$ cat src/inc/srt_pkg.sv
// Shared constants, field layouts and carrier types for the scheduled run timers
package srt_pkg;

  // Time of day is carried as minutes since midnight
  localparam int unsigned SRT_TIMERS     = 4;
  localparam int unsigned SRT_TW         = 11;
  localparam logic [10:0] SRT_MIDNIGHT   = 11'h000;
  localparam logic [10:0] SRT_DAY_END    = 11'h5A0;   // 24:00 as a stop time

  // Weekday numbering of the clock input
  localparam logic [2:0]  SRT_WD_MON     = 3'h0;
  localparam logic [2:0]  SRT_WD_FRI     = 3'h4;
  localparam logic [2:0]  SRT_WD_SAT     = 3'h5;
  localparam logic [2:0]  SRT_WD_SUN     = 3'h6;

  // Day selection codes
  localparam logic [3:0]  SRT_DAY_OFF    = 4'h0;
  localparam logic [3:0]  SRT_DAY_DAILY  = 4'h1;
  localparam logic [3:0]  SRT_DAY_WORK   = 4'h2;
  localparam logic [3:0]  SRT_DAY_WEEKND = 4'h3;
  localparam logic [3:0]  SRT_DAY_SINGLE = 4'h4;      // 4 is Monday .. 10 is Sunday
  localparam logic [3:0]  SRT_DAY_LAST   = 4'hA;

  // Action selection codes
  localparam logic [1:0]  SRT_ACT_OUTPUT = 2'h0;
  localparam logic [1:0]  SRT_ACT_RUN    = 2'h1;
  localparam logic [1:0]  SRT_ACT_NOPI   = 2'h2;
  localparam logic [1:0]  SRT_ACT_ALTER  = 2'h3;

  // Register map, byte addresses on the plain register port
  localparam int unsigned SRT_AW         = 8;
  localparam logic [7:0]  SRT_REG_CFG0   = 8'h00;     // One config word per timer, stride 4
  localparam logic [7:0]  SRT_REG_STATUS = 8'h10;
  localparam logic [7:0]  SRT_REG_CLOCK  = 8'h14;

  // Per-timer configuration word, low bits first: start, stop, day, action, reference
  typedef struct packed {
    logic [2:0]  ref_src;
    logic [1:0]  action;
    logic [3:0]  day;
    logic [10:0] stop;
    logic [10:0] start;
  } srt_cfg_s;
  localparam int unsigned SRT_CFG_W      = 31;
  localparam srt_cfg_s    SRT_CFG_RESET  = '{ref_src: 3'h0, action: 2'h0, day: 4'h0,
                                              stop: 11'h000, start: 11'h000};

  // Control bundle handed to the run-command and reference logic
  typedef struct packed {
    logic        run_permit;
    logic        ref_override;
    logic [2:0]  ref_src;
    logic        pi_off;
    logic        show_timer_run;
    logic        show_timer_off;
    logic        volt_alarm_only;
    logic        alternate_ok;
  } srt_ctl_s;
  localparam srt_ctl_s    SRT_CTL_RESET  = '0;

  // True when the day code selects the given weekday
  function automatic logic srt_day_hit(input logic [3:0] code, input logic [2:0] wd);
    logic hit;
    hit = 1'b0;
    if (code == SRT_DAY_DAILY)
      hit = 1'b1;
    else if (code == SRT_DAY_WORK)
      hit = (wd <= SRT_WD_FRI);
    else if (code == SRT_DAY_WEEKND)
      hit = (wd == SRT_WD_SAT) || (wd == SRT_WD_SUN);
    else if ((code >= SRT_DAY_SINGLE) && (code <= SRT_DAY_LAST))
      hit = ({1'b0, wd} == (code - SRT_DAY_SINGLE));
    return hit;
  endfunction

endpackage

$ cat src/design/srt_timers.sv
// Four scheduled run timers gating run permission, reference source and PI control
//
// Our own choices: the plain strobed port and the placing of the registers.
`timescale 1ns/1ps
`default_nettype none

module srt_timers #(
  parameter int unsigned NUM_TIMERS = srt_pkg::SRT_TIMERS
) (
  input  wire logic                      clk_sys,
  input  wire logic                      rst_n,
  input  wire logic [srt_pkg::SRT_AW-1:0] reg_addr,
  input  wire logic [31:0]               reg_wdata,
  input  wire logic                      reg_wr,
  input  wire logic                      reg_rd,
  output logic      [31:0]               reg_rdata,
  input  wire logic [srt_pkg::SRT_TW-1:0] rtc_minute,
  input  wire logic [2:0]                rtc_weekday,
  input  wire logic                      rtc_minute_tick,
  input  wire logic                      run_cmd,
  input  wire logic                      drive_running,
  input  wire logic                      timer_disable_in,
  input  wire logic                      timer_cancel_in,
  output logic      [NUM_TIMERS-1:0]     timer_active_out,
  output srt_pkg::srt_ctl_s              drive_ctl
);

  // Index width of the governing-timer number
  localparam int unsigned IW = (NUM_TIMERS > 1) ? $clog2(NUM_TIMERS) : 1;

  // The status word and the config stride leave room for four timers only
  if ((NUM_TIMERS < 1) || (NUM_TIMERS > srt_pkg::SRT_TIMERS))
  begin : g_bad_count
    $error("NUM_TIMERS must be 1 to 4");
  end

  // Reset release synchroniser; the first stage feeds only the second
  logic rst_meta_r;
  logic rst_sync_n;

  always_ff @(posedge clk_sys or negedge rst_n)
  begin
    if (!rst_n)
    begin
      rst_meta_r <= 1'b0;
      rst_sync_n <= 1'b0;
    end
    else
    begin
      rst_meta_r <= 1'b1;
      rst_sync_n <= rst_meta_r;
    end
  end

  // Register decode
  logic                 cfg_hit;      // Address falls in the config block
  logic [IW-1:0]        cfg_idx;      // Timer addressed by a config access
  logic                 stat_hit;     // Status word addressed
  logic                 clk_hit;      // Clock readback addressed
  assign cfg_hit  = (reg_addr[srt_pkg::SRT_AW-1:2] < NUM_TIMERS[srt_pkg::SRT_AW-3:0])
                    && (reg_addr[1:0] == 2'h0);
  assign cfg_idx  = reg_addr[IW+1:2];
  assign stat_hit = (reg_addr == srt_pkg::SRT_REG_STATUS);
  assign clk_hit  = (reg_addr == srt_pkg::SRT_REG_CLOCK);

  // Neighbouring weekdays, needed to find the first and last selected day
  logic [2:0] wd_prev;
  logic [2:0] wd_next;
  assign wd_prev = (rtc_weekday == srt_pkg::SRT_WD_MON) ? srt_pkg::SRT_WD_SUN
                                                        : rtc_weekday - 3'h1;
  assign wd_next = (rtc_weekday == srt_pkg::SRT_WD_SUN) ? srt_pkg::SRT_WD_MON
                                                        : rtc_weekday + 3'h1;

  // Edge detectors on the run command and the cancel input
  logic run_q_r;
  logic cancel_q_r;
  logic run_rise;
  logic cancel_rise;
  assign run_rise    = run_cmd & ~run_q_r;
  assign cancel_rise = timer_cancel_in & ~cancel_q_r;

  always_ff @(posedge clk_sys or negedge rst_sync_n)
  begin
    if (!rst_sync_n)
    begin
      run_q_r    <= 1'b0;
      cancel_q_r <= 1'b0;
    end
    else
    begin
      run_q_r    <= run_cmd;
      cancel_q_r <= timer_cancel_in;
    end
  end

  // Per-timer state and settings
  srt_pkg::srt_cfg_s    cfg_r      [NUM_TIMERS];   // Settings, one word per timer
  logic [NUM_TIMERS-1:0] sched_r;                  // Inside its scheduled window
  logic [NUM_TIMERS-1:0] cancel_r;                 // Suspended by the cancel input
  logic [NUM_TIMERS-1:0] live;                     // Scheduled and not cancelled
  logic [NUM_TIMERS-1:0] run_cand;                 // Live with a run action
  logic [NUM_TIMERS-1:0] run_cfg;                  // Configured to govern the run command
  logic [NUM_TIMERS-1:0] alt_live;                 // Live with the alternation action

  // One identical slice per timer, each with its own settings
  for (genvar i = 0; i < NUM_TIMERS; i++)
  begin : g_timer
    logic        hit_today;   // Today selected
    logic        hit_prev;    // Yesterday selected
    logic        hit_next;    // Tomorrow selected
    logic        equal_mode;  // Start equals stop
    logic [10:0] stop_at;     // Stop time with 24:00 folded to midnight
    logic        at_start;    // Minute boundary at the start time
    logic        at_stop;     // Minute boundary at the stop time
    logic        at_midnight; // Minute boundary at midnight
    logic        start_ev;    // Scheduled occurrence begins
    logic        stop_ev;     // Scheduled occurrence ends
    logic        sched_nxt;
    logic        cancel_nxt;
    logic        wr_me;

    // Day codes 0..10 decoded against the clock weekday
    assign hit_today   = srt_pkg::srt_day_hit(cfg_r[i].day, rtc_weekday);
    assign hit_prev    = srt_pkg::srt_day_hit(cfg_r[i].day, wd_prev);
    assign hit_next    = srt_pkg::srt_day_hit(cfg_r[i].day, wd_next);
    assign equal_mode  = (cfg_r[i].start == cfg_r[i].stop);
    assign stop_at     = (cfg_r[i].stop == srt_pkg::SRT_DAY_END) ? srt_pkg::SRT_MIDNIGHT
                                                                 : cfg_r[i].stop;
    // Times are matched only on the minute boundary pulse
    assign at_start    = rtc_minute_tick && (rtc_minute == cfg_r[i].start);
    assign at_stop     = rtc_minute_tick && (rtc_minute == stop_at);
    assign at_midnight = rtc_minute_tick && (rtc_minute == srt_pkg::SRT_MIDNIGHT);

    // Window mode: begin on a selected day, end at the stop time even on the
    // next day, so a start later than the stop wraps past midnight
    // Equal mode: begin on the first selected day, stop at that time on the
    // last one, and a lone selected day ends at midnight
    assign start_ev = equal_mode ? (at_start && hit_today && !(hit_prev && !hit_next))
                                 : (at_start && hit_today);
    assign stop_ev  = equal_mode ? ((at_start && hit_today && hit_prev && !hit_next)
                                    || (at_midnight && !hit_today)
                                    || (at_start && !hit_today))
                                 : at_stop;

    // A begin in the same minute as an end wins, so back-to-back days join
    assign sched_nxt = (cfg_r[i].day == srt_pkg::SRT_DAY_OFF) ? 1'b0 :
                       start_ev ? 1'b1 :
                       stop_ev  ? 1'b0 : sched_r[i];

    // Cancel edge suspends a running timer; it clears on the next scheduled
    // begin or a fresh run command
    assign cancel_nxt = (cancel_rise && sched_r[i]) ? 1'b1 :
                        (start_ev || run_rise)      ? 1'b0 : cancel_r[i];

    assign live[i]     = sched_r[i] & ~cancel_r[i];
    assign run_cfg[i]  = (cfg_r[i].day != srt_pkg::SRT_DAY_OFF)
                         && ((cfg_r[i].action == srt_pkg::SRT_ACT_RUN)
                             || (cfg_r[i].action == srt_pkg::SRT_ACT_NOPI));
    assign run_cand[i] = live[i] & run_cfg[i];
    assign alt_live[i] = live[i] && (cfg_r[i].action == srt_pkg::SRT_ACT_ALTER);
    assign wr_me       = reg_wr && cfg_hit && (cfg_idx == IW'(i));

    // Timer state and settings
    always_ff @(posedge clk_sys or negedge rst_sync_n)
    begin
      if (!rst_sync_n)
      begin
        cfg_r[i]    <= srt_pkg::SRT_CFG_RESET;
        sched_r[i]  <= 1'b0;
        cancel_r[i] <= 1'b0;
      end
      else
      begin
        if (wr_me)
          cfg_r[i]  <= srt_pkg::srt_cfg_s'(reg_wdata[srt_pkg::SRT_CFG_W-1:0]);
        sched_r[i]  <= sched_nxt;
        cancel_r[i] <= cancel_nxt;
      end
    end
  end

  // Lowest numbered live run timer governs
  logic [IW-1:0] win_idx;
  logic          win_valid;
  always_comb
  begin
    win_idx   = '0;
    win_valid = 1'b0;
    for (int k = NUM_TIMERS - 1; k >= 0; k--)
    begin
      if (run_cand[k])
      begin
        win_idx   = k[IW-1:0];
        win_valid = 1'b1;
      end
    end
  end

  // Timers steer run, reference and PI only when one is set to run and not disabled; alternation follows action-3 timers regardless
  logic              sched_ctl;
  srt_pkg::srt_cfg_s win_cfg;
  srt_pkg::srt_ctl_s ctl_nxt;
  assign sched_ctl = (|run_cfg) && !timer_disable_in;
  assign win_cfg   = cfg_r[win_idx];

  // Without timer control the normal run source passes straight through
  assign ctl_nxt.run_permit      = run_cmd && (!sched_ctl || win_valid);
  // Governing timer supplies the reference source
  assign ctl_nxt.ref_override    = sched_ctl && win_valid;
  assign ctl_nxt.ref_src         = win_cfg.ref_src;
  // PI loop off while an action-2 timer governs
  assign ctl_nxt.pi_off          = sched_ctl && win_valid
                                   && (win_cfg.action == srt_pkg::SRT_ACT_NOPI);
  // Operator panel status
  assign ctl_nxt.show_timer_run  = sched_ctl && win_valid && drive_running;
  assign ctl_nxt.show_timer_off  = sched_ctl && run_cmd && !win_valid;
  // Bus voltage excursions become alarms while parked by the schedule
  assign ctl_nxt.volt_alarm_only = sched_ctl && run_cmd && !win_valid;
  assign ctl_nxt.alternate_ok    = |alt_live;

  // Read data multiplexer; unmapped addresses read as zero
  logic [31:0] rd_mux;
  assign rd_mux = cfg_hit  ? {1'b0, cfg_r[cfg_idx]} :
                  stat_hit ? {{(32-2*NUM_TIMERS-IW-1){1'b0}}, win_idx, win_valid,
                              cancel_r, sched_r} :
                  clk_hit  ? {18'h00000, rtc_weekday, rtc_minute} : 32'h0000_0000;

  // Registered outputs: activity pins ignore the action code
  always_ff @(posedge clk_sys or negedge rst_sync_n)
  begin
    if (!rst_sync_n)
    begin
      timer_active_out <= '0;
      drive_ctl        <= srt_pkg::SRT_CTL_RESET;
      reg_rdata        <= 32'h0000_0000;
    end
    else
    begin
      timer_active_out <= live;
      drive_ctl        <= ctl_nxt;
      // Read data stand only in the cycle after the strobe
      reg_rdata        <= reg_rd ? rd_mux : 32'h0000_0000;
    end
  end

endmodule

`default_nettype wire

$ cat config.mk
export PLATFORM = sky130hd
export DESIGN_NAME = srt_timers
export DESIGN_NICKNAME = d
export VERILOG_FILES = /design/src/inc/srt_pkg.sv /design/src/design/srt_timers.sv
export SDC_FILE = /design/constraint.sdc
export NUM_CORES = 1
export LEC_CHECK = 0
export BUFFER_PORTS_ARGS = -buffer_cell sky130_fd_sc_hd__buf_4
export CAP_MARGIN = 20
export CORE_AREA = 5 5 309 160
export CTS_CLUSTER_SIZE = 25
export DETAILED_ROUTE_END_ITERATION = 10
export DIE_AREA = 0 0 314 165
export GPL_TIMING_DRIVEN = 0
export HOLD_SLACK_MARGIN = 0.06
export PLACE_DENSITY = 0.36
export SYNTH_ARGS = -nofsm -noshare
export SYNTH_HDL_FRONTEND = slang
export SYNTH_SLANG_ARGS = --single-unit
$ cat constraint.sdc
create_clock -name clk_sys -period 10.9 [get_ports clk_sys]
set_input_delay 1.635 -clock clk_sys [delete_from_list [all_inputs] [get_ports clk_sys]]
set_output_delay 1.635 -clock clk_sys [all_outputs]
set_load 0.02 [all_outputs]
==> impl_summary.log, run 1 <==
[metrics] met2 routed WL: between 15000 and 20000 um
[metrics] CTS Root Cell: clkbuf_16
[metrics] Slew headroom: 0.3269
[metrics] clock transition at the registers of the reported paths: 80 ps
[metrics] number of enable flip-flop cells after synthesis: 0
[metrics] Placed Cells incl. Taps: 1675
[metrics] proportion of layout cells with a drive suffix above 1: 0.3003
[metrics] Die Wd: 314 um
[metrics] CTS Hold Buffers Added: 0
[metrics] type of the worst setup path: input port to flip-flop
[metrics] number of clock buffers inserted by TritonCTS: 17
[metrics] starting density of the core: 0.2381
[metrics] Skew-Pair Late Insertion Delay: around 470 ps
[metrics] Buf/Inv on CP: 5
[metrics] fraction of the cycle the final worst path needs: 0.4213
[metrics] routability congestion estimate: ~0.92
[metrics] count of cells resized by post-cts repair: 0
[metrics] count of non-filler cells in the finished layout: about 1700
[metrics] kind of launch point of the worst setup path: input port
[metrics] worst hold path type: flip-flop to asynchronous set/reset pin
[metrics] Pins Over Slew Limit: 0
[metrics] gr ovfl total: 0
[metrics] top routing layer in use: met4
[metrics] Net Count, Synth: 1055
[metrics] area growth from synthesis to layout: 19.97%
[metrics] CTS sink count: 180
[metrics] WL met3: around 4700 um
[metrics] Total GRT Usage: 0.1851
[metrics] Synth Cell Area: roughly 11000 sq um
[metrics] total detailed-routing wirelength: 48000 um
[metrics] Least-Margin Pin Slew: 999.1 ps
[metrics] setup repair after global routing missed its margin: no
[metrics] power consumption: 1.649 mW
[metrics] top-level I/O count: 109
[metrics] buffers inserted during post-CTS setup optimization: 0
[metrics] share of synthesized flip-flops with an asynchronous set or reset: 1.000
[metrics] H-tree depth: 4
[metrics] cell chain of the critical path: buf_4 -> clkbuf_1 -> inv_1 -> ha_1 -> clkbuf_1 -> inv_1 -> a21oi_1 -> o22ai_1 -> a41oi_1 -> o311ai_1 -> a32o_1
[metrics] count of unique library cells instantiated by Yosys: 71
[metrics] sequential cell area fraction in the yosys report: 0.4090
[metrics] wire length of the first global-routing pass: 66920 um
[metrics] Fin Clk Skew: between 10 and 15 ps
[metrics] max incr delay on CP: 510 ps
[metrics] post-detailed-route DRC marker count: 0
[metrics] detailed-router iteration count before antenna repair: 5
[metrics] Arr. time, crit path: approximately 5000 ps
[metrics] die area: between 50000 and 60000 sq um
[metrics] largest net degree at the start of global routing: 64
[metrics] leakage power total: between 5 and 6 nW
[metrics] number of antenna-violating nets in the routed design: 0
[metrics] kind of cell adding the most delay to the critical path: compound AO/OA/AOI/OAI gates
[metrics] Cells after Synth: 967
[metrics] data required time at the worst endpoint: approximately 11000 ps
[metrics] Peak supply drop: around 0.12 mV
[metrics] shortest clock period the worst path allows after layout: around 4600 ps
[metrics] register bit count reported by yosys: 180
[metrics] number of warnings reported in the yosys synthesis log: 0
[metrics] via count of the routed design: slightly below 9000
[metrics] worst path setup slack after routing: about 6300 ps
[metrics] net count reported at finish: between 1000 and 1500
[metrics] Peak Freq: roughly 220 MHz
[metrics] outcome: finished, final reports clean
[metrics] Die Height: approximately 170 um
[metrics] top library cells by usage in the layout, fill and taps aside: dfrtp_1, mux2_2, xnor2_1
[metrics] final count of hold timing violations: 0
[metrics] critical path endpoint category: flip-flop
[metrics] most used flip-flop cell after synthesis: dfrtp_1
[metrics] via count of the first global-routing pass: between 8000 and 9000
[metrics] post-route met1 wirelength: 26460 um
[metrics] most common cell after layout, fill and taps aside: dfrtp_1
[metrics] number of I/O port buffers: 93
[metrics] master of the slowest instance on the critical path: clkbuf_1
[metrics] maximum capacitance violations: 0
[metrics] maximum count of clock buffers along a single path: 2
[metrics] Finish-stage setup viols: 0
[metrics] detailed-route vias per instance: 5.153
[metrics] Post-Route Setup TNS: 0 ps
[metrics] detailed router's first-iteration violation count: ~900
[metrics] total power density per cell area: between 100 and 150 nW/um^2
[metrics] dpl ws: just under 6000 ps
[metrics] worst-path maximum fanout: 8
[metrics] Std-Cell Rows: 56
[metrics] CTS tree: done
[metrics] core footprint: between 40000 and 50000 sq um
[metrics] antenna violations before repair: 3
[metrics] Mean Syn Cell Area: 11.39 sq um
[metrics] Util after Layout: 0.2857
[metrics] routed len/inst: around 28 um
[metrics] DP HPWL: around 37000 um
metal layers:
metal	GRT usage	vias up
met1	0.3099	4614
met3	0.06671	24
met2	0.2162	371
met5	0	-
met4	0.02741	0
li1	-	3798
registers in the layout, summed over array words and instances, names as in the netlist, 4 cells and up:
signal / count
timer_active_out: 4
cfg_r: 124
drive_ctl: 9
sched_r: 4
reg_rdata: 31
cancel_r: 4
stage by stage:
| step | instance area [sq um] | hold WS (ps) |
|---|---|---|
| after floorplan | 11010 | 331.2 |
| final | 13210 | 104.2 |
| after detailed placement | 12600 | 98.84 |
| after CTS | 13200 | 105.1 |
| after global routing | 13210 | 109.7 |
| after global placement | 12470 | 336.3 |
cell type report:
| cell class | count | area (sq um) |
|---|---|---|
| inverter | 19 | 71.32 |
| buffer | 63 | 280.3 |
| fill | 4854 | 33030 |
| sequential | 180 | 4508 |
| multi-input combinational | 705 | 6157 |
| timing repair buffer | 100 | 840.8 |
| clock inverter | 14 | 151.4 |
| clock buffer | 18 | 439.2 |
| antenna | 1 | 2.502 |
| tap | 609 | 762.0 |
power by group:
group,internal [mW],leakage (nW),switching [mW]
Clock,0.346,0.287,0.301
Combinational,0.113,3.15,0.143
Sequential,0.691,2.48,0.0559
Total,1.15,5.91,0.500
cells by family after synthesis:
kind of cell               count (synthesis)  synth area share
and+or+nand+nor                          237            0.1294
DFF                                      180            0.4090
muxes                                    167            0.1993
xor gates and xnor gates                 143            0.1137
AOI/OAI and AO/OA                        131           0.08760
buffers and inverters                     82           0.03192
adders and majority gates                 25           0.02840
other                                      2         0.0006819
Yosys cell counts, drive strengths merged, types with 5 or more instances:
library cell,n,share of area
a22oi,7,0.0048
nor3,20,0.010
mux4,29,0.060
nand2,19,0.0065
nand4,30,0.017
nor2,34,0.012
o22ai,6,0.0034
a21boi,10,0.0072
dfrtp,180,0.41
a222oi,8,0.0073
mux2i,13,0.012
a31oi,10,0.0057
clkbuf,26,0.0089
and3,28,0.016
nor2b,23,0.013
a21oi,16,0.0073
nor4,10,0.0057
buf,37,0.017
a41oi,6,0.0048
ha,25,0.028
o211ai,7,0.0048
nor4bb,8,0.0073
a211oi,6,0.0041
xnor2,107,0.085
a311oi,5,0.0040
xor2,36,0.029
nand2b,17,0.0097
mux2,125,0.13
inv,19,0.0065
o21ai,17,0.0077
nand3,16,0.0073
path summary, 6_finish.rpt:
path                                start            to  slack [ps]  cells past startpoint
max                        rtc_weekday[1]   cancel_r[2]        6310                     11
min                            rst_sync_n  drive_ctl[8]         100                      0
max reg2reg                    cfg_r[117]  drive_ctl[4]        7470                      8
min reg2reg                    rst_sync_n  drive_ctl[8]         100                      0
max in group asynchronous           rst_n    rst_sync_n        9860                      1
min in group clk_sys           rst_meta_r    rst_sync_n         360                      0
No activity file was read; power rests on OpenSTA's default activity.
==> run 2: changes to the inputs <==
--- a/config.mk
+++ b/config.mk
@@ -5,12 +5,13 @@
 export SDC_FILE = /design/constraint.sdc
 export NUM_CORES = 1
 export LEC_CHECK = 0
+export ABC_AREA = 1
 export BUFFER_PORTS_ARGS = -buffer_cell sky130_fd_sc_hd__buf_4
 export CAP_MARGIN = 20
-export CORE_AREA = 5 5 309 160
+export CORE_AREA = 5 5 315 163
 export CTS_CLUSTER_SIZE = 25
 export DETAILED_ROUTE_END_ITERATION = 10
-export DIE_AREA = 0 0 314 165
+export DIE_AREA = 0 0 320 168
 export GPL_TIMING_DRIVEN = 0
 export HOLD_SLACK_MARGIN = 0.06
 export PLACE_DENSITY = 0.36
==> constraint.sdc (replaced) <==
create_clock -name clk_sys -period 4.5 [get_ports clk_sys]
set_input_delay 0.675 -clock clk_sys [delete_from_list [all_inputs] [get_ports clk_sys]]
set_output_delay 0.675 -clock clk_sys [all_outputs]
set_load 0.02 [all_outputs]
==> impl_summary.log, run 2 <==
[metrics] kind of launch point of the worst setup path: input port
[metrics] type of the worst setup path: input port to flip-flop
[metrics] part of the total power dissipated in sequential elements: 0.453 (about the same)
[metrics] most common cell after layout, fill and taps aside: nand2_1
[metrics] area growth from synthesis to layout: 19.03%
[metrics] number of enable flip-flop cells after synthesis: 0 (unchanged)
[metrics] Slew headroom: 0.2597 (-0.06723)
[metrics] Std-Cell Rows: 57 (+1.8%)
[metrics] top-level I/O count: 109 (unchanged)
[metrics] Mean Syn Cell Area: 7.116 sq um (-38%)
[metrics] number of I/O port buffers: 96 (+3.2%)
[metrics] detailed-router iteration count before antenna repair: 5 (unchanged)
[metrics] top library cells by usage in the layout, fill and taps aside: nand2_1, inv_1, dfrtp_1
[metrics] critical path endpoint category: flip-flop
[metrics] worst hold path type: flip-flop to asynchronous set/reset pin
[metrics] CTS Hold Buffers Added: 1 (+1)
[metrics] count of unique library cells instantiated by Yosys: 50 (-30%)
[metrics] largest net degree at the start of global routing: 59 (-7.8%)
[metrics] fraction of the cycle the final worst path needs: 0.6018
[metrics] shortest clock period the worst path allows after layout: 2708 ps
[metrics] worst r2r path cells: 11 (+3)
[metrics] CTS tree: done
[metrics] largest registers: cfg_r x124, reg_rdata x31, drive_ctl x9
[metrics] fraction of post-synthesis cell area in the top cell type by area: 0.3951 (-0.01387)
[metrics] Pins Over Slew Limit: 0 (unchanged)
[metrics] H-tree depth: 4 (unchanged)
[metrics] dominant cell by count in the synthesized netlist: nand2_1
[metrics] Fin Clk Skew: 20.05 ps (+6.348 ps)
[metrics] via count of the first global-routing pass: 11070 (+29%)
[metrics] number of warnings reported in the yosys synthesis log: 0 (unchanged)
[metrics] starting density of the core: 0.2375 (-0.0006425)
[metrics] net count reported at finish: 1809 (+54%)
[metrics] CTS Root Cell: clkbuf_16
[metrics] clock transition at the registers of the reported paths: 70 ps (about the same)
[metrics] Arr. time, crit path: 3000 ps (-1960 ps)
[metrics] Die Wd: 320 um (+1.9%)
[metrics] antenna fix cells: 0 (-1)
[metrics] leakage power total: 6.445 nW (+9.0%)
[metrics] maximum count of clock buffers along a single path: 2 (unchanged)
[metrics] Switch Pwr: 1.358 mW (+170%)
[metrics] routed len/inst: 25.38 um (-9.6%)
[metrics] Least-Margin Pin Slew: 1111 ps (+111.4 ps)
[metrics] Cells after Synth: 1602 (+66%)
[metrics] launch point of the critical path: reg_addr[3]
[metrics] final count of hold timing violations: 0 (unchanged)
[metrics] CTS sink count: 180 (unchanged)
[metrics] Synth Cell Area: 11400 sq um (+3.5%)
[metrics] part of the total power dissipated in the clock network: 0.374 (-0.018)
[metrics] reg-to-reg setup timing slack: 1840 ps (-5630 ps)
[metrics] Skew-Pair Late Insertion Delay: 480 ps (about the same)
[metrics] maximum capacitance violations: 0 (unchanged)
[metrics] power consumption: 4.028 mW (+140%)
[metrics] number of antenna-violating nets in the routed design: 0 (unchanged)
[metrics] total power density per cell area: 296.9 nW/um^2 (+140%)
[metrics] detailed-route vias per instance: 4.868 (-5.5%)
[metrics] total detailed-routing wirelength: 60440 um (+26%)
[metrics] Largest register FFs: 124 (unchanged)
[metrics] DP HPWL: 47550 um (+27%)
[metrics] internal power: 2.670 mW (+130%)
[metrics] share of synthesized flip-flops with an asynchronous set or reset: 1.000 (unchanged)
[metrics] die area: 53760 sq um (+3.8%)
[metrics] register bit count reported by yosys: 180 (unchanged)
[metrics] Post-Route Setup TNS: 0 ps (unchanged)
[metrics] Die Height: 168 um (+1.8%)
[metrics] top cells by area, synth: dfrtp_1, nand2_1, o21ai_0, inv_1, nand3_1
[metrics] wire length of the first global-routing pass: 85250 um (+27%)
[metrics] Total GRT Usage: 0.2228 (+0.03764)
[metrics] outcome: finished, final reports clean
[metrics] Net Count, Synth: 1690 (+60%)
[metrics] FF-to-FF End: drive_ctl[4]
[metrics] count of cells resized by post-cts repair: 0 (unchanged)
[metrics] Synth area leader: dfrtp_1
[metrics] reg-to-reg critical path startpoint: cfg_r[117]
[metrics] setup repair after global routing missed its margin: no
[metrics] data required time at the worst endpoint: 4800 ps (-6460 ps)
[metrics] Finish-stage setup viols: 0 (unchanged)
[metrics] sequential cell area fraction in the yosys report: 0.3951 (-0.01387)
[metrics] routability congestion estimate: 0.9148 (-0.94%)
[metrics] most used flip-flop cell after synthesis: dfrtp_1
[metrics] core footprint: 48000 sq um (+3.8%)
[metrics] post-detailed-route DRC marker count: 0 (unchanged)
[metrics] switching part of the total: 0.3371 (+0.03414)
[metrics] Peak supply drop: 0.2183 mV (+89%)
[metrics] worst-path maximum fanout: 10 (+2)
[metrics] Logic pwr share: 0.174 (+0.019)
[metrics] Critical path destination: reg_rdata[13]
[metrics] most frequent cells after synthesis: nand2_1, inv_1, dfrtp_1
[metrics] buffers inserted during post-CTS setup optimization: 0 (unchanged)
[metrics] antenna violations before repair: 1 (-2)
[metrics] gr ovfl total: 0 (unchanged)
[metrics] via count of the routed design: 11590 (+32%)
[metrics] Peak Freq: about 370 MHz
[metrics] proportion of layout cells with a drive suffix above 1: 0.1218 (-0.1784)
[metrics] detailed router's first-iteration violation count: 1267 (+41%)
[metrics] number of clock buffers inserted by TritonCTS: 17 (unchanged)
[metrics] Largest Register: cfg_r
[run 2: cell type report]
| class | count | area [sq um] |
|---|---|---|
| fillers | 5293 | 34430 |
| multi-input cells | 1160 | 5803 |
| flip-flops and latches | 180 | 4508 |
| repair buffers | 100 | 813.3 |
| well taps | 649 | 812.0 |
| inverters | 199 | 752.0 |
| clock buffers | 20 | 436.7 |
| plain buffers | 63 | 340.3 |
| clock inverters | 10 | 103.9 |
[run 2: per-stage QoR]
stage	area, sq um	instances	setup WS (ps)	util	hold slack [ps]
6_report	13570	2381	1792	0.2827	318.1
5_1_grt	13570	2381	1628	0.2827	300.8
4_1_cts	13570	2381	1874	0.2827	288.1
3_5_place_dp	13020	2350	1510	0.2712	334.7
3_3_place_gp	12930	2347	-86.23	0.2695	333.4
2_1_floorplan	11400	1602	1528	-	331.1
[run 2: power by group through the flow]
stage | logic, mW | registers (mW) | clock network, mW
floorplan | 0.407 | 1.79 | 0
global placement | 0.648 | 1.87 | 0
detailed placement | 0.685 | 1.85 | 0
CTS | 0.688 | 1.82 | 1.55
global route | 0.770 | 1.83 | 1.60
finish | 0.699 | 1.82 | 1.51
[run 2: critical path, cell delays in order]
cell and delay (ps):
buf_4 130, nor2_1 540, inv_2 230, clkbuf_1 530, o221ai_1 650, o32ai_1 240
[run 2: how the worst min path moves through the flow]
stage,slack [ps],from,cells after the start,to
3_3_place_gp,330,rst_meta_r,0,rst_sync_n
6_report,320,rst_sync_n,0,cfg_r[121]
2_1_floorplan,330,rst_meta_r,0,rst_sync_n
5_1_grt,300,run_cmd,1,run_q_r
4_1_cts,290,run_cmd,1,run_q_r
3_5_place_dp,330,rst_meta_r,0,rst_sync_n
[run 2: layer usage]
metal | vias to the layer above | wire length [um] | global-route usage
li1 | 5353 | - | -
met1 | 5671 | 32920 | 0.3776
met2 | 532 | 20760 | 0.2687
met3 | 35 | 6250 | 0.06407
met4 | 0 | 504 | 0.03220
met5 | - | 0 | 0
[run 2: cells by family after synthesis]
logic type,Yosys count,share of synthesized area
AOI/OAI and AO/OA,251,0.1284
and+or+nand+nor,810,0.2972
other,2,0.0006588
xor gates and xnor gates,72,0.05532
DFF,180,0.3951
adders and majority gates,25,0.02744
buffers and inverters,262,0.09582
==> run 3: changes to the inputs <==
==> constraint.sdc (replaced) <==
create_clock -name clk_sys -period 2.5 [get_ports clk_sys]
set_input_delay 0.375 -clock clk_sys [delete_from_list [all_inputs] [get_ports clk_sys]]
set_output_delay 0.375 -clock clk_sys [all_outputs]
set_load 0.02 [all_outputs]
==> impl_summary.log, run 3 (synthesis results as in run 2) <==
[metrics] top-level I/O count: 109 (unchanged)
[metrics] total detailed-routing wirelength: 60710 um (+0.45%)
[metrics] core footprint: 48000 sq um (unchanged)
[metrics] routed len/inst: 25.33 um (-0.22%)
[metrics] Post-Route Setup TNS: 0 ps (unchanged)
[metrics] Finish-stage setup viols: 0 (unchanged)
[metrics] Largest register FFs: 124 (unchanged)
[metrics] Util after Layout: 0.2870 (+0.004249)
[metrics] largest net degree at the start of global routing: 64 (+8.5%)
[metrics] area growth from synthesis to layout: 20.82%
[metrics] Total GRT Usage: 0.2242 (+0.001455)
[metrics] worst-path maximum fanout: 10 (unchanged)
[metrics] Peak supply drop: 0.4478 mV (+110%)
[metrics] number of clock buffers inserted by TritonCTS: 17 (unchanged)
[metrics] smallest hold slack: 172.5 ps (-145.5 ps)
[metrics] top library cells by usage in the layout, fill and taps aside: nand2_1, inv_1, dfrtp_1
[metrics] Die Wd: 320 um (unchanged)
[metrics] CTS tree: done
[metrics] worst hold path type: input port to flip-flop
[metrics] via count of the routed design: 11610 (+0.16%)
[metrics] antenna fix cells: 0 (unchanged)
[metrics] number of antenna-violating nets in the routed design: 0 (unchanged)
[metrics] kind of launch point of the worst setup path: flip-flop
[metrics] Placed Cells incl. Taps: 2350 (unchanged)
[metrics] number of I/O port buffers: 96 (unchanged)
[metrics] leakage power total: 6.535 nW (+1.4%)
[metrics] part of the total power dissipated in the clock network: 0.383 (+0.009)
[metrics] data required time at the worst endpoint: 2830 ps (-1970 ps)
[metrics] type of the worst setup path: flip-flop to flip-flop
[metrics] outcome: finished, final reports clean
[metrics] final count of hold timing violations: 0 (unchanged)
[metrics] gr ovfl total: 0 (unchanged)
[metrics] wire length of the first global-routing pass: 86120 um (+1.0%)
[metrics] Die Height: 168 um (unchanged)
[metrics] net count reported at finish: 1823 (+0.77%)
[metrics] total power density per cell area: 538.4 nW/um^2 (+81%)
[metrics] CTS Root Cell: clkbuf_16
[metrics] detailed router's first-iteration violation count: 1315 (+3.8%)
[metrics] switching part of the total: 0.3372 (about the same)
[metrics] antenna violations before repair: 0 (-1)
[metrics] clock transition at the registers of the reported paths: 80 ps (about the same)
[metrics] setup repair after global routing missed its margin: no
[metrics] Logic pwr share: 0.173 (about the same)
[metrics] Peak Freq: roughly 420 MHz
[metrics] critical path endpoint category: flip-flop
[metrics] shortest clock period the worst path allows after layout: 2404 ps
[metrics] proportion of layout cells with a drive suffix above 1: 0.1373 (+0.01548)
[metrics] maximum capacitance violations: 0 (unchanged)
[metrics] Slew headroom: 0.2930 (+0.03332)
[metrics] detailed-route vias per instance: 4.844 (-0.50%)
[metrics] CTS sink count: 180 (unchanged)
[metrics] count of non-filler cells in the finished layout: 2397 (+0.67%)
[metrics] via count of the first global-routing pass: 10980 (-0.80%)
[metrics] power consumption: 7.415 mW (+84%)
[metrics] internal power: 4.915 mW (+84%)
[metrics] Fin Clk Skew: 13.19 ps (-6.864 ps)
[metrics] Switch Pwr: 2.500 mW (+84%)
[metrics] die area: 53760 sq um (unchanged)
[metrics] starting density of the core: 0.2375 (unchanged)
[metrics] post-detailed-route DRC marker count: 0 (unchanged)
[metrics] Arr. time, crit path: 2730 ps (-270 ps)
[metrics] most common cell after layout, fill and taps aside: nand2_1
[metrics] Largest Register: cfg_r
[metrics] H-tree depth: 4 (unchanged)
[metrics] part of the total power dissipated in sequential elements: 0.444 (-0.009)
[metrics] Least-Margin Pin Slew: 1061 ps (-49.97 ps)
[metrics] Pins Over Slew Limit: 0 (unchanged)
[metrics] Min-Delay Startpoint: drive_running
[metrics] fraction of the cycle the final worst path needs: 0.9615
[metrics] Std-Cell Rows: 57 (unchanged)
[metrics] largest registers: cfg_r x124, reg_rdata x31, drive_ctl x9
[metrics] Skew-Pair Late Insertion Delay: 470 ps (about the same)
[metrics] maximum count of clock buffers along a single path: 2 (unchanged)
[metrics] reg-to-reg critical path startpoint: cfg_r[86]
[metrics] detailed-router iteration count before antenna repair: 7 (+2)
[metrics] launch point of the critical path: cfg_r[86]
[metrics] DP HPWL: 47830 um (+0.60%)
[metrics] routability congestion estimate: 0.9736 (+6.4%)
==> run 3: worst max-delay path: stages (launching register included) <==
cell     delay (ps)
dfrtp_2         410
inv_1           180
ha_1            200
inv_1           100
nor3_4          180
buf_4           180
nor2_1           70
nand2_1         100
nand2_1          80
nand2_2         120
buf_6           210
o32ai_1         100
nand3_1         200
o31ai_2         130
==> run 3: path summary, 6_finish.rpt <==
check / endpoint / depth (start not counted) / slack (ps)
max reg2reg: reg_rdata[9] / 13 / 100
min: drive_ctl[3] / 2 / 170
min in group asynchronous: rst_sync_n / 2 / 210
min reg2reg: rst_sync_n / 0 / 350
max: reg_rdata[9] / 13 / 100
max in group asynchronous: cfg_r[95] / 1 / 1220
==> run 3: timing repair <==
item,4_1_cts,5_1_grt
setup buffers,3,9
setup endpoints to repair,6,10
gates cloned,0,0
hold endpoints to repair,4,0
pin swaps,1,2
gates resized for setup,5,9
hold buffers,3,0
==> run 3: per-layer routing <==
layer	GRT usage	part of all wire	routed length, um
met5	0	0	0
met4	0.02898	0.0074	452
met3	0.06899	0.10	6239
met2	0.2670	0.34	20800
met1	0.3815	0.55	33210
==> run 3: cell type report <==
cell class,instances,area [sq um]
Clock buffer,19,452.9
Tap cell,649,812.0
Inverter,199,759.5
Fill cell,5352,34220
Timing Repair Buffer,114,923.4
Clock inverter,13,141.4
Buffer,63,340.3
Sequential cell,180,4516
Multi-Input combinational cell,1160,5828
==> run 3: power by group through the flow <==
stage,clock [mW],sequential (mW),combinational [mW]
6_report,2.84,3.29,1.28
5_1_grt,3.04,3.30,1.41
4_1_cts,2.92,3.28,1.25
3_5_place_dp,0,3.34,1.22
3_3_place_gp,0,3.38,1.17
2_1_floorplan,0,3.22,0.733
==> run 3: per-stage QoR <==
step	instance area (sq um)	worst slack, ps
after CTS	13670	25.51
after global routing	13770	5.325
after global placement	12940	-289.1
after floorplan	11400	647.7
after detailed placement	13010	-204.7
final	13770	96.36
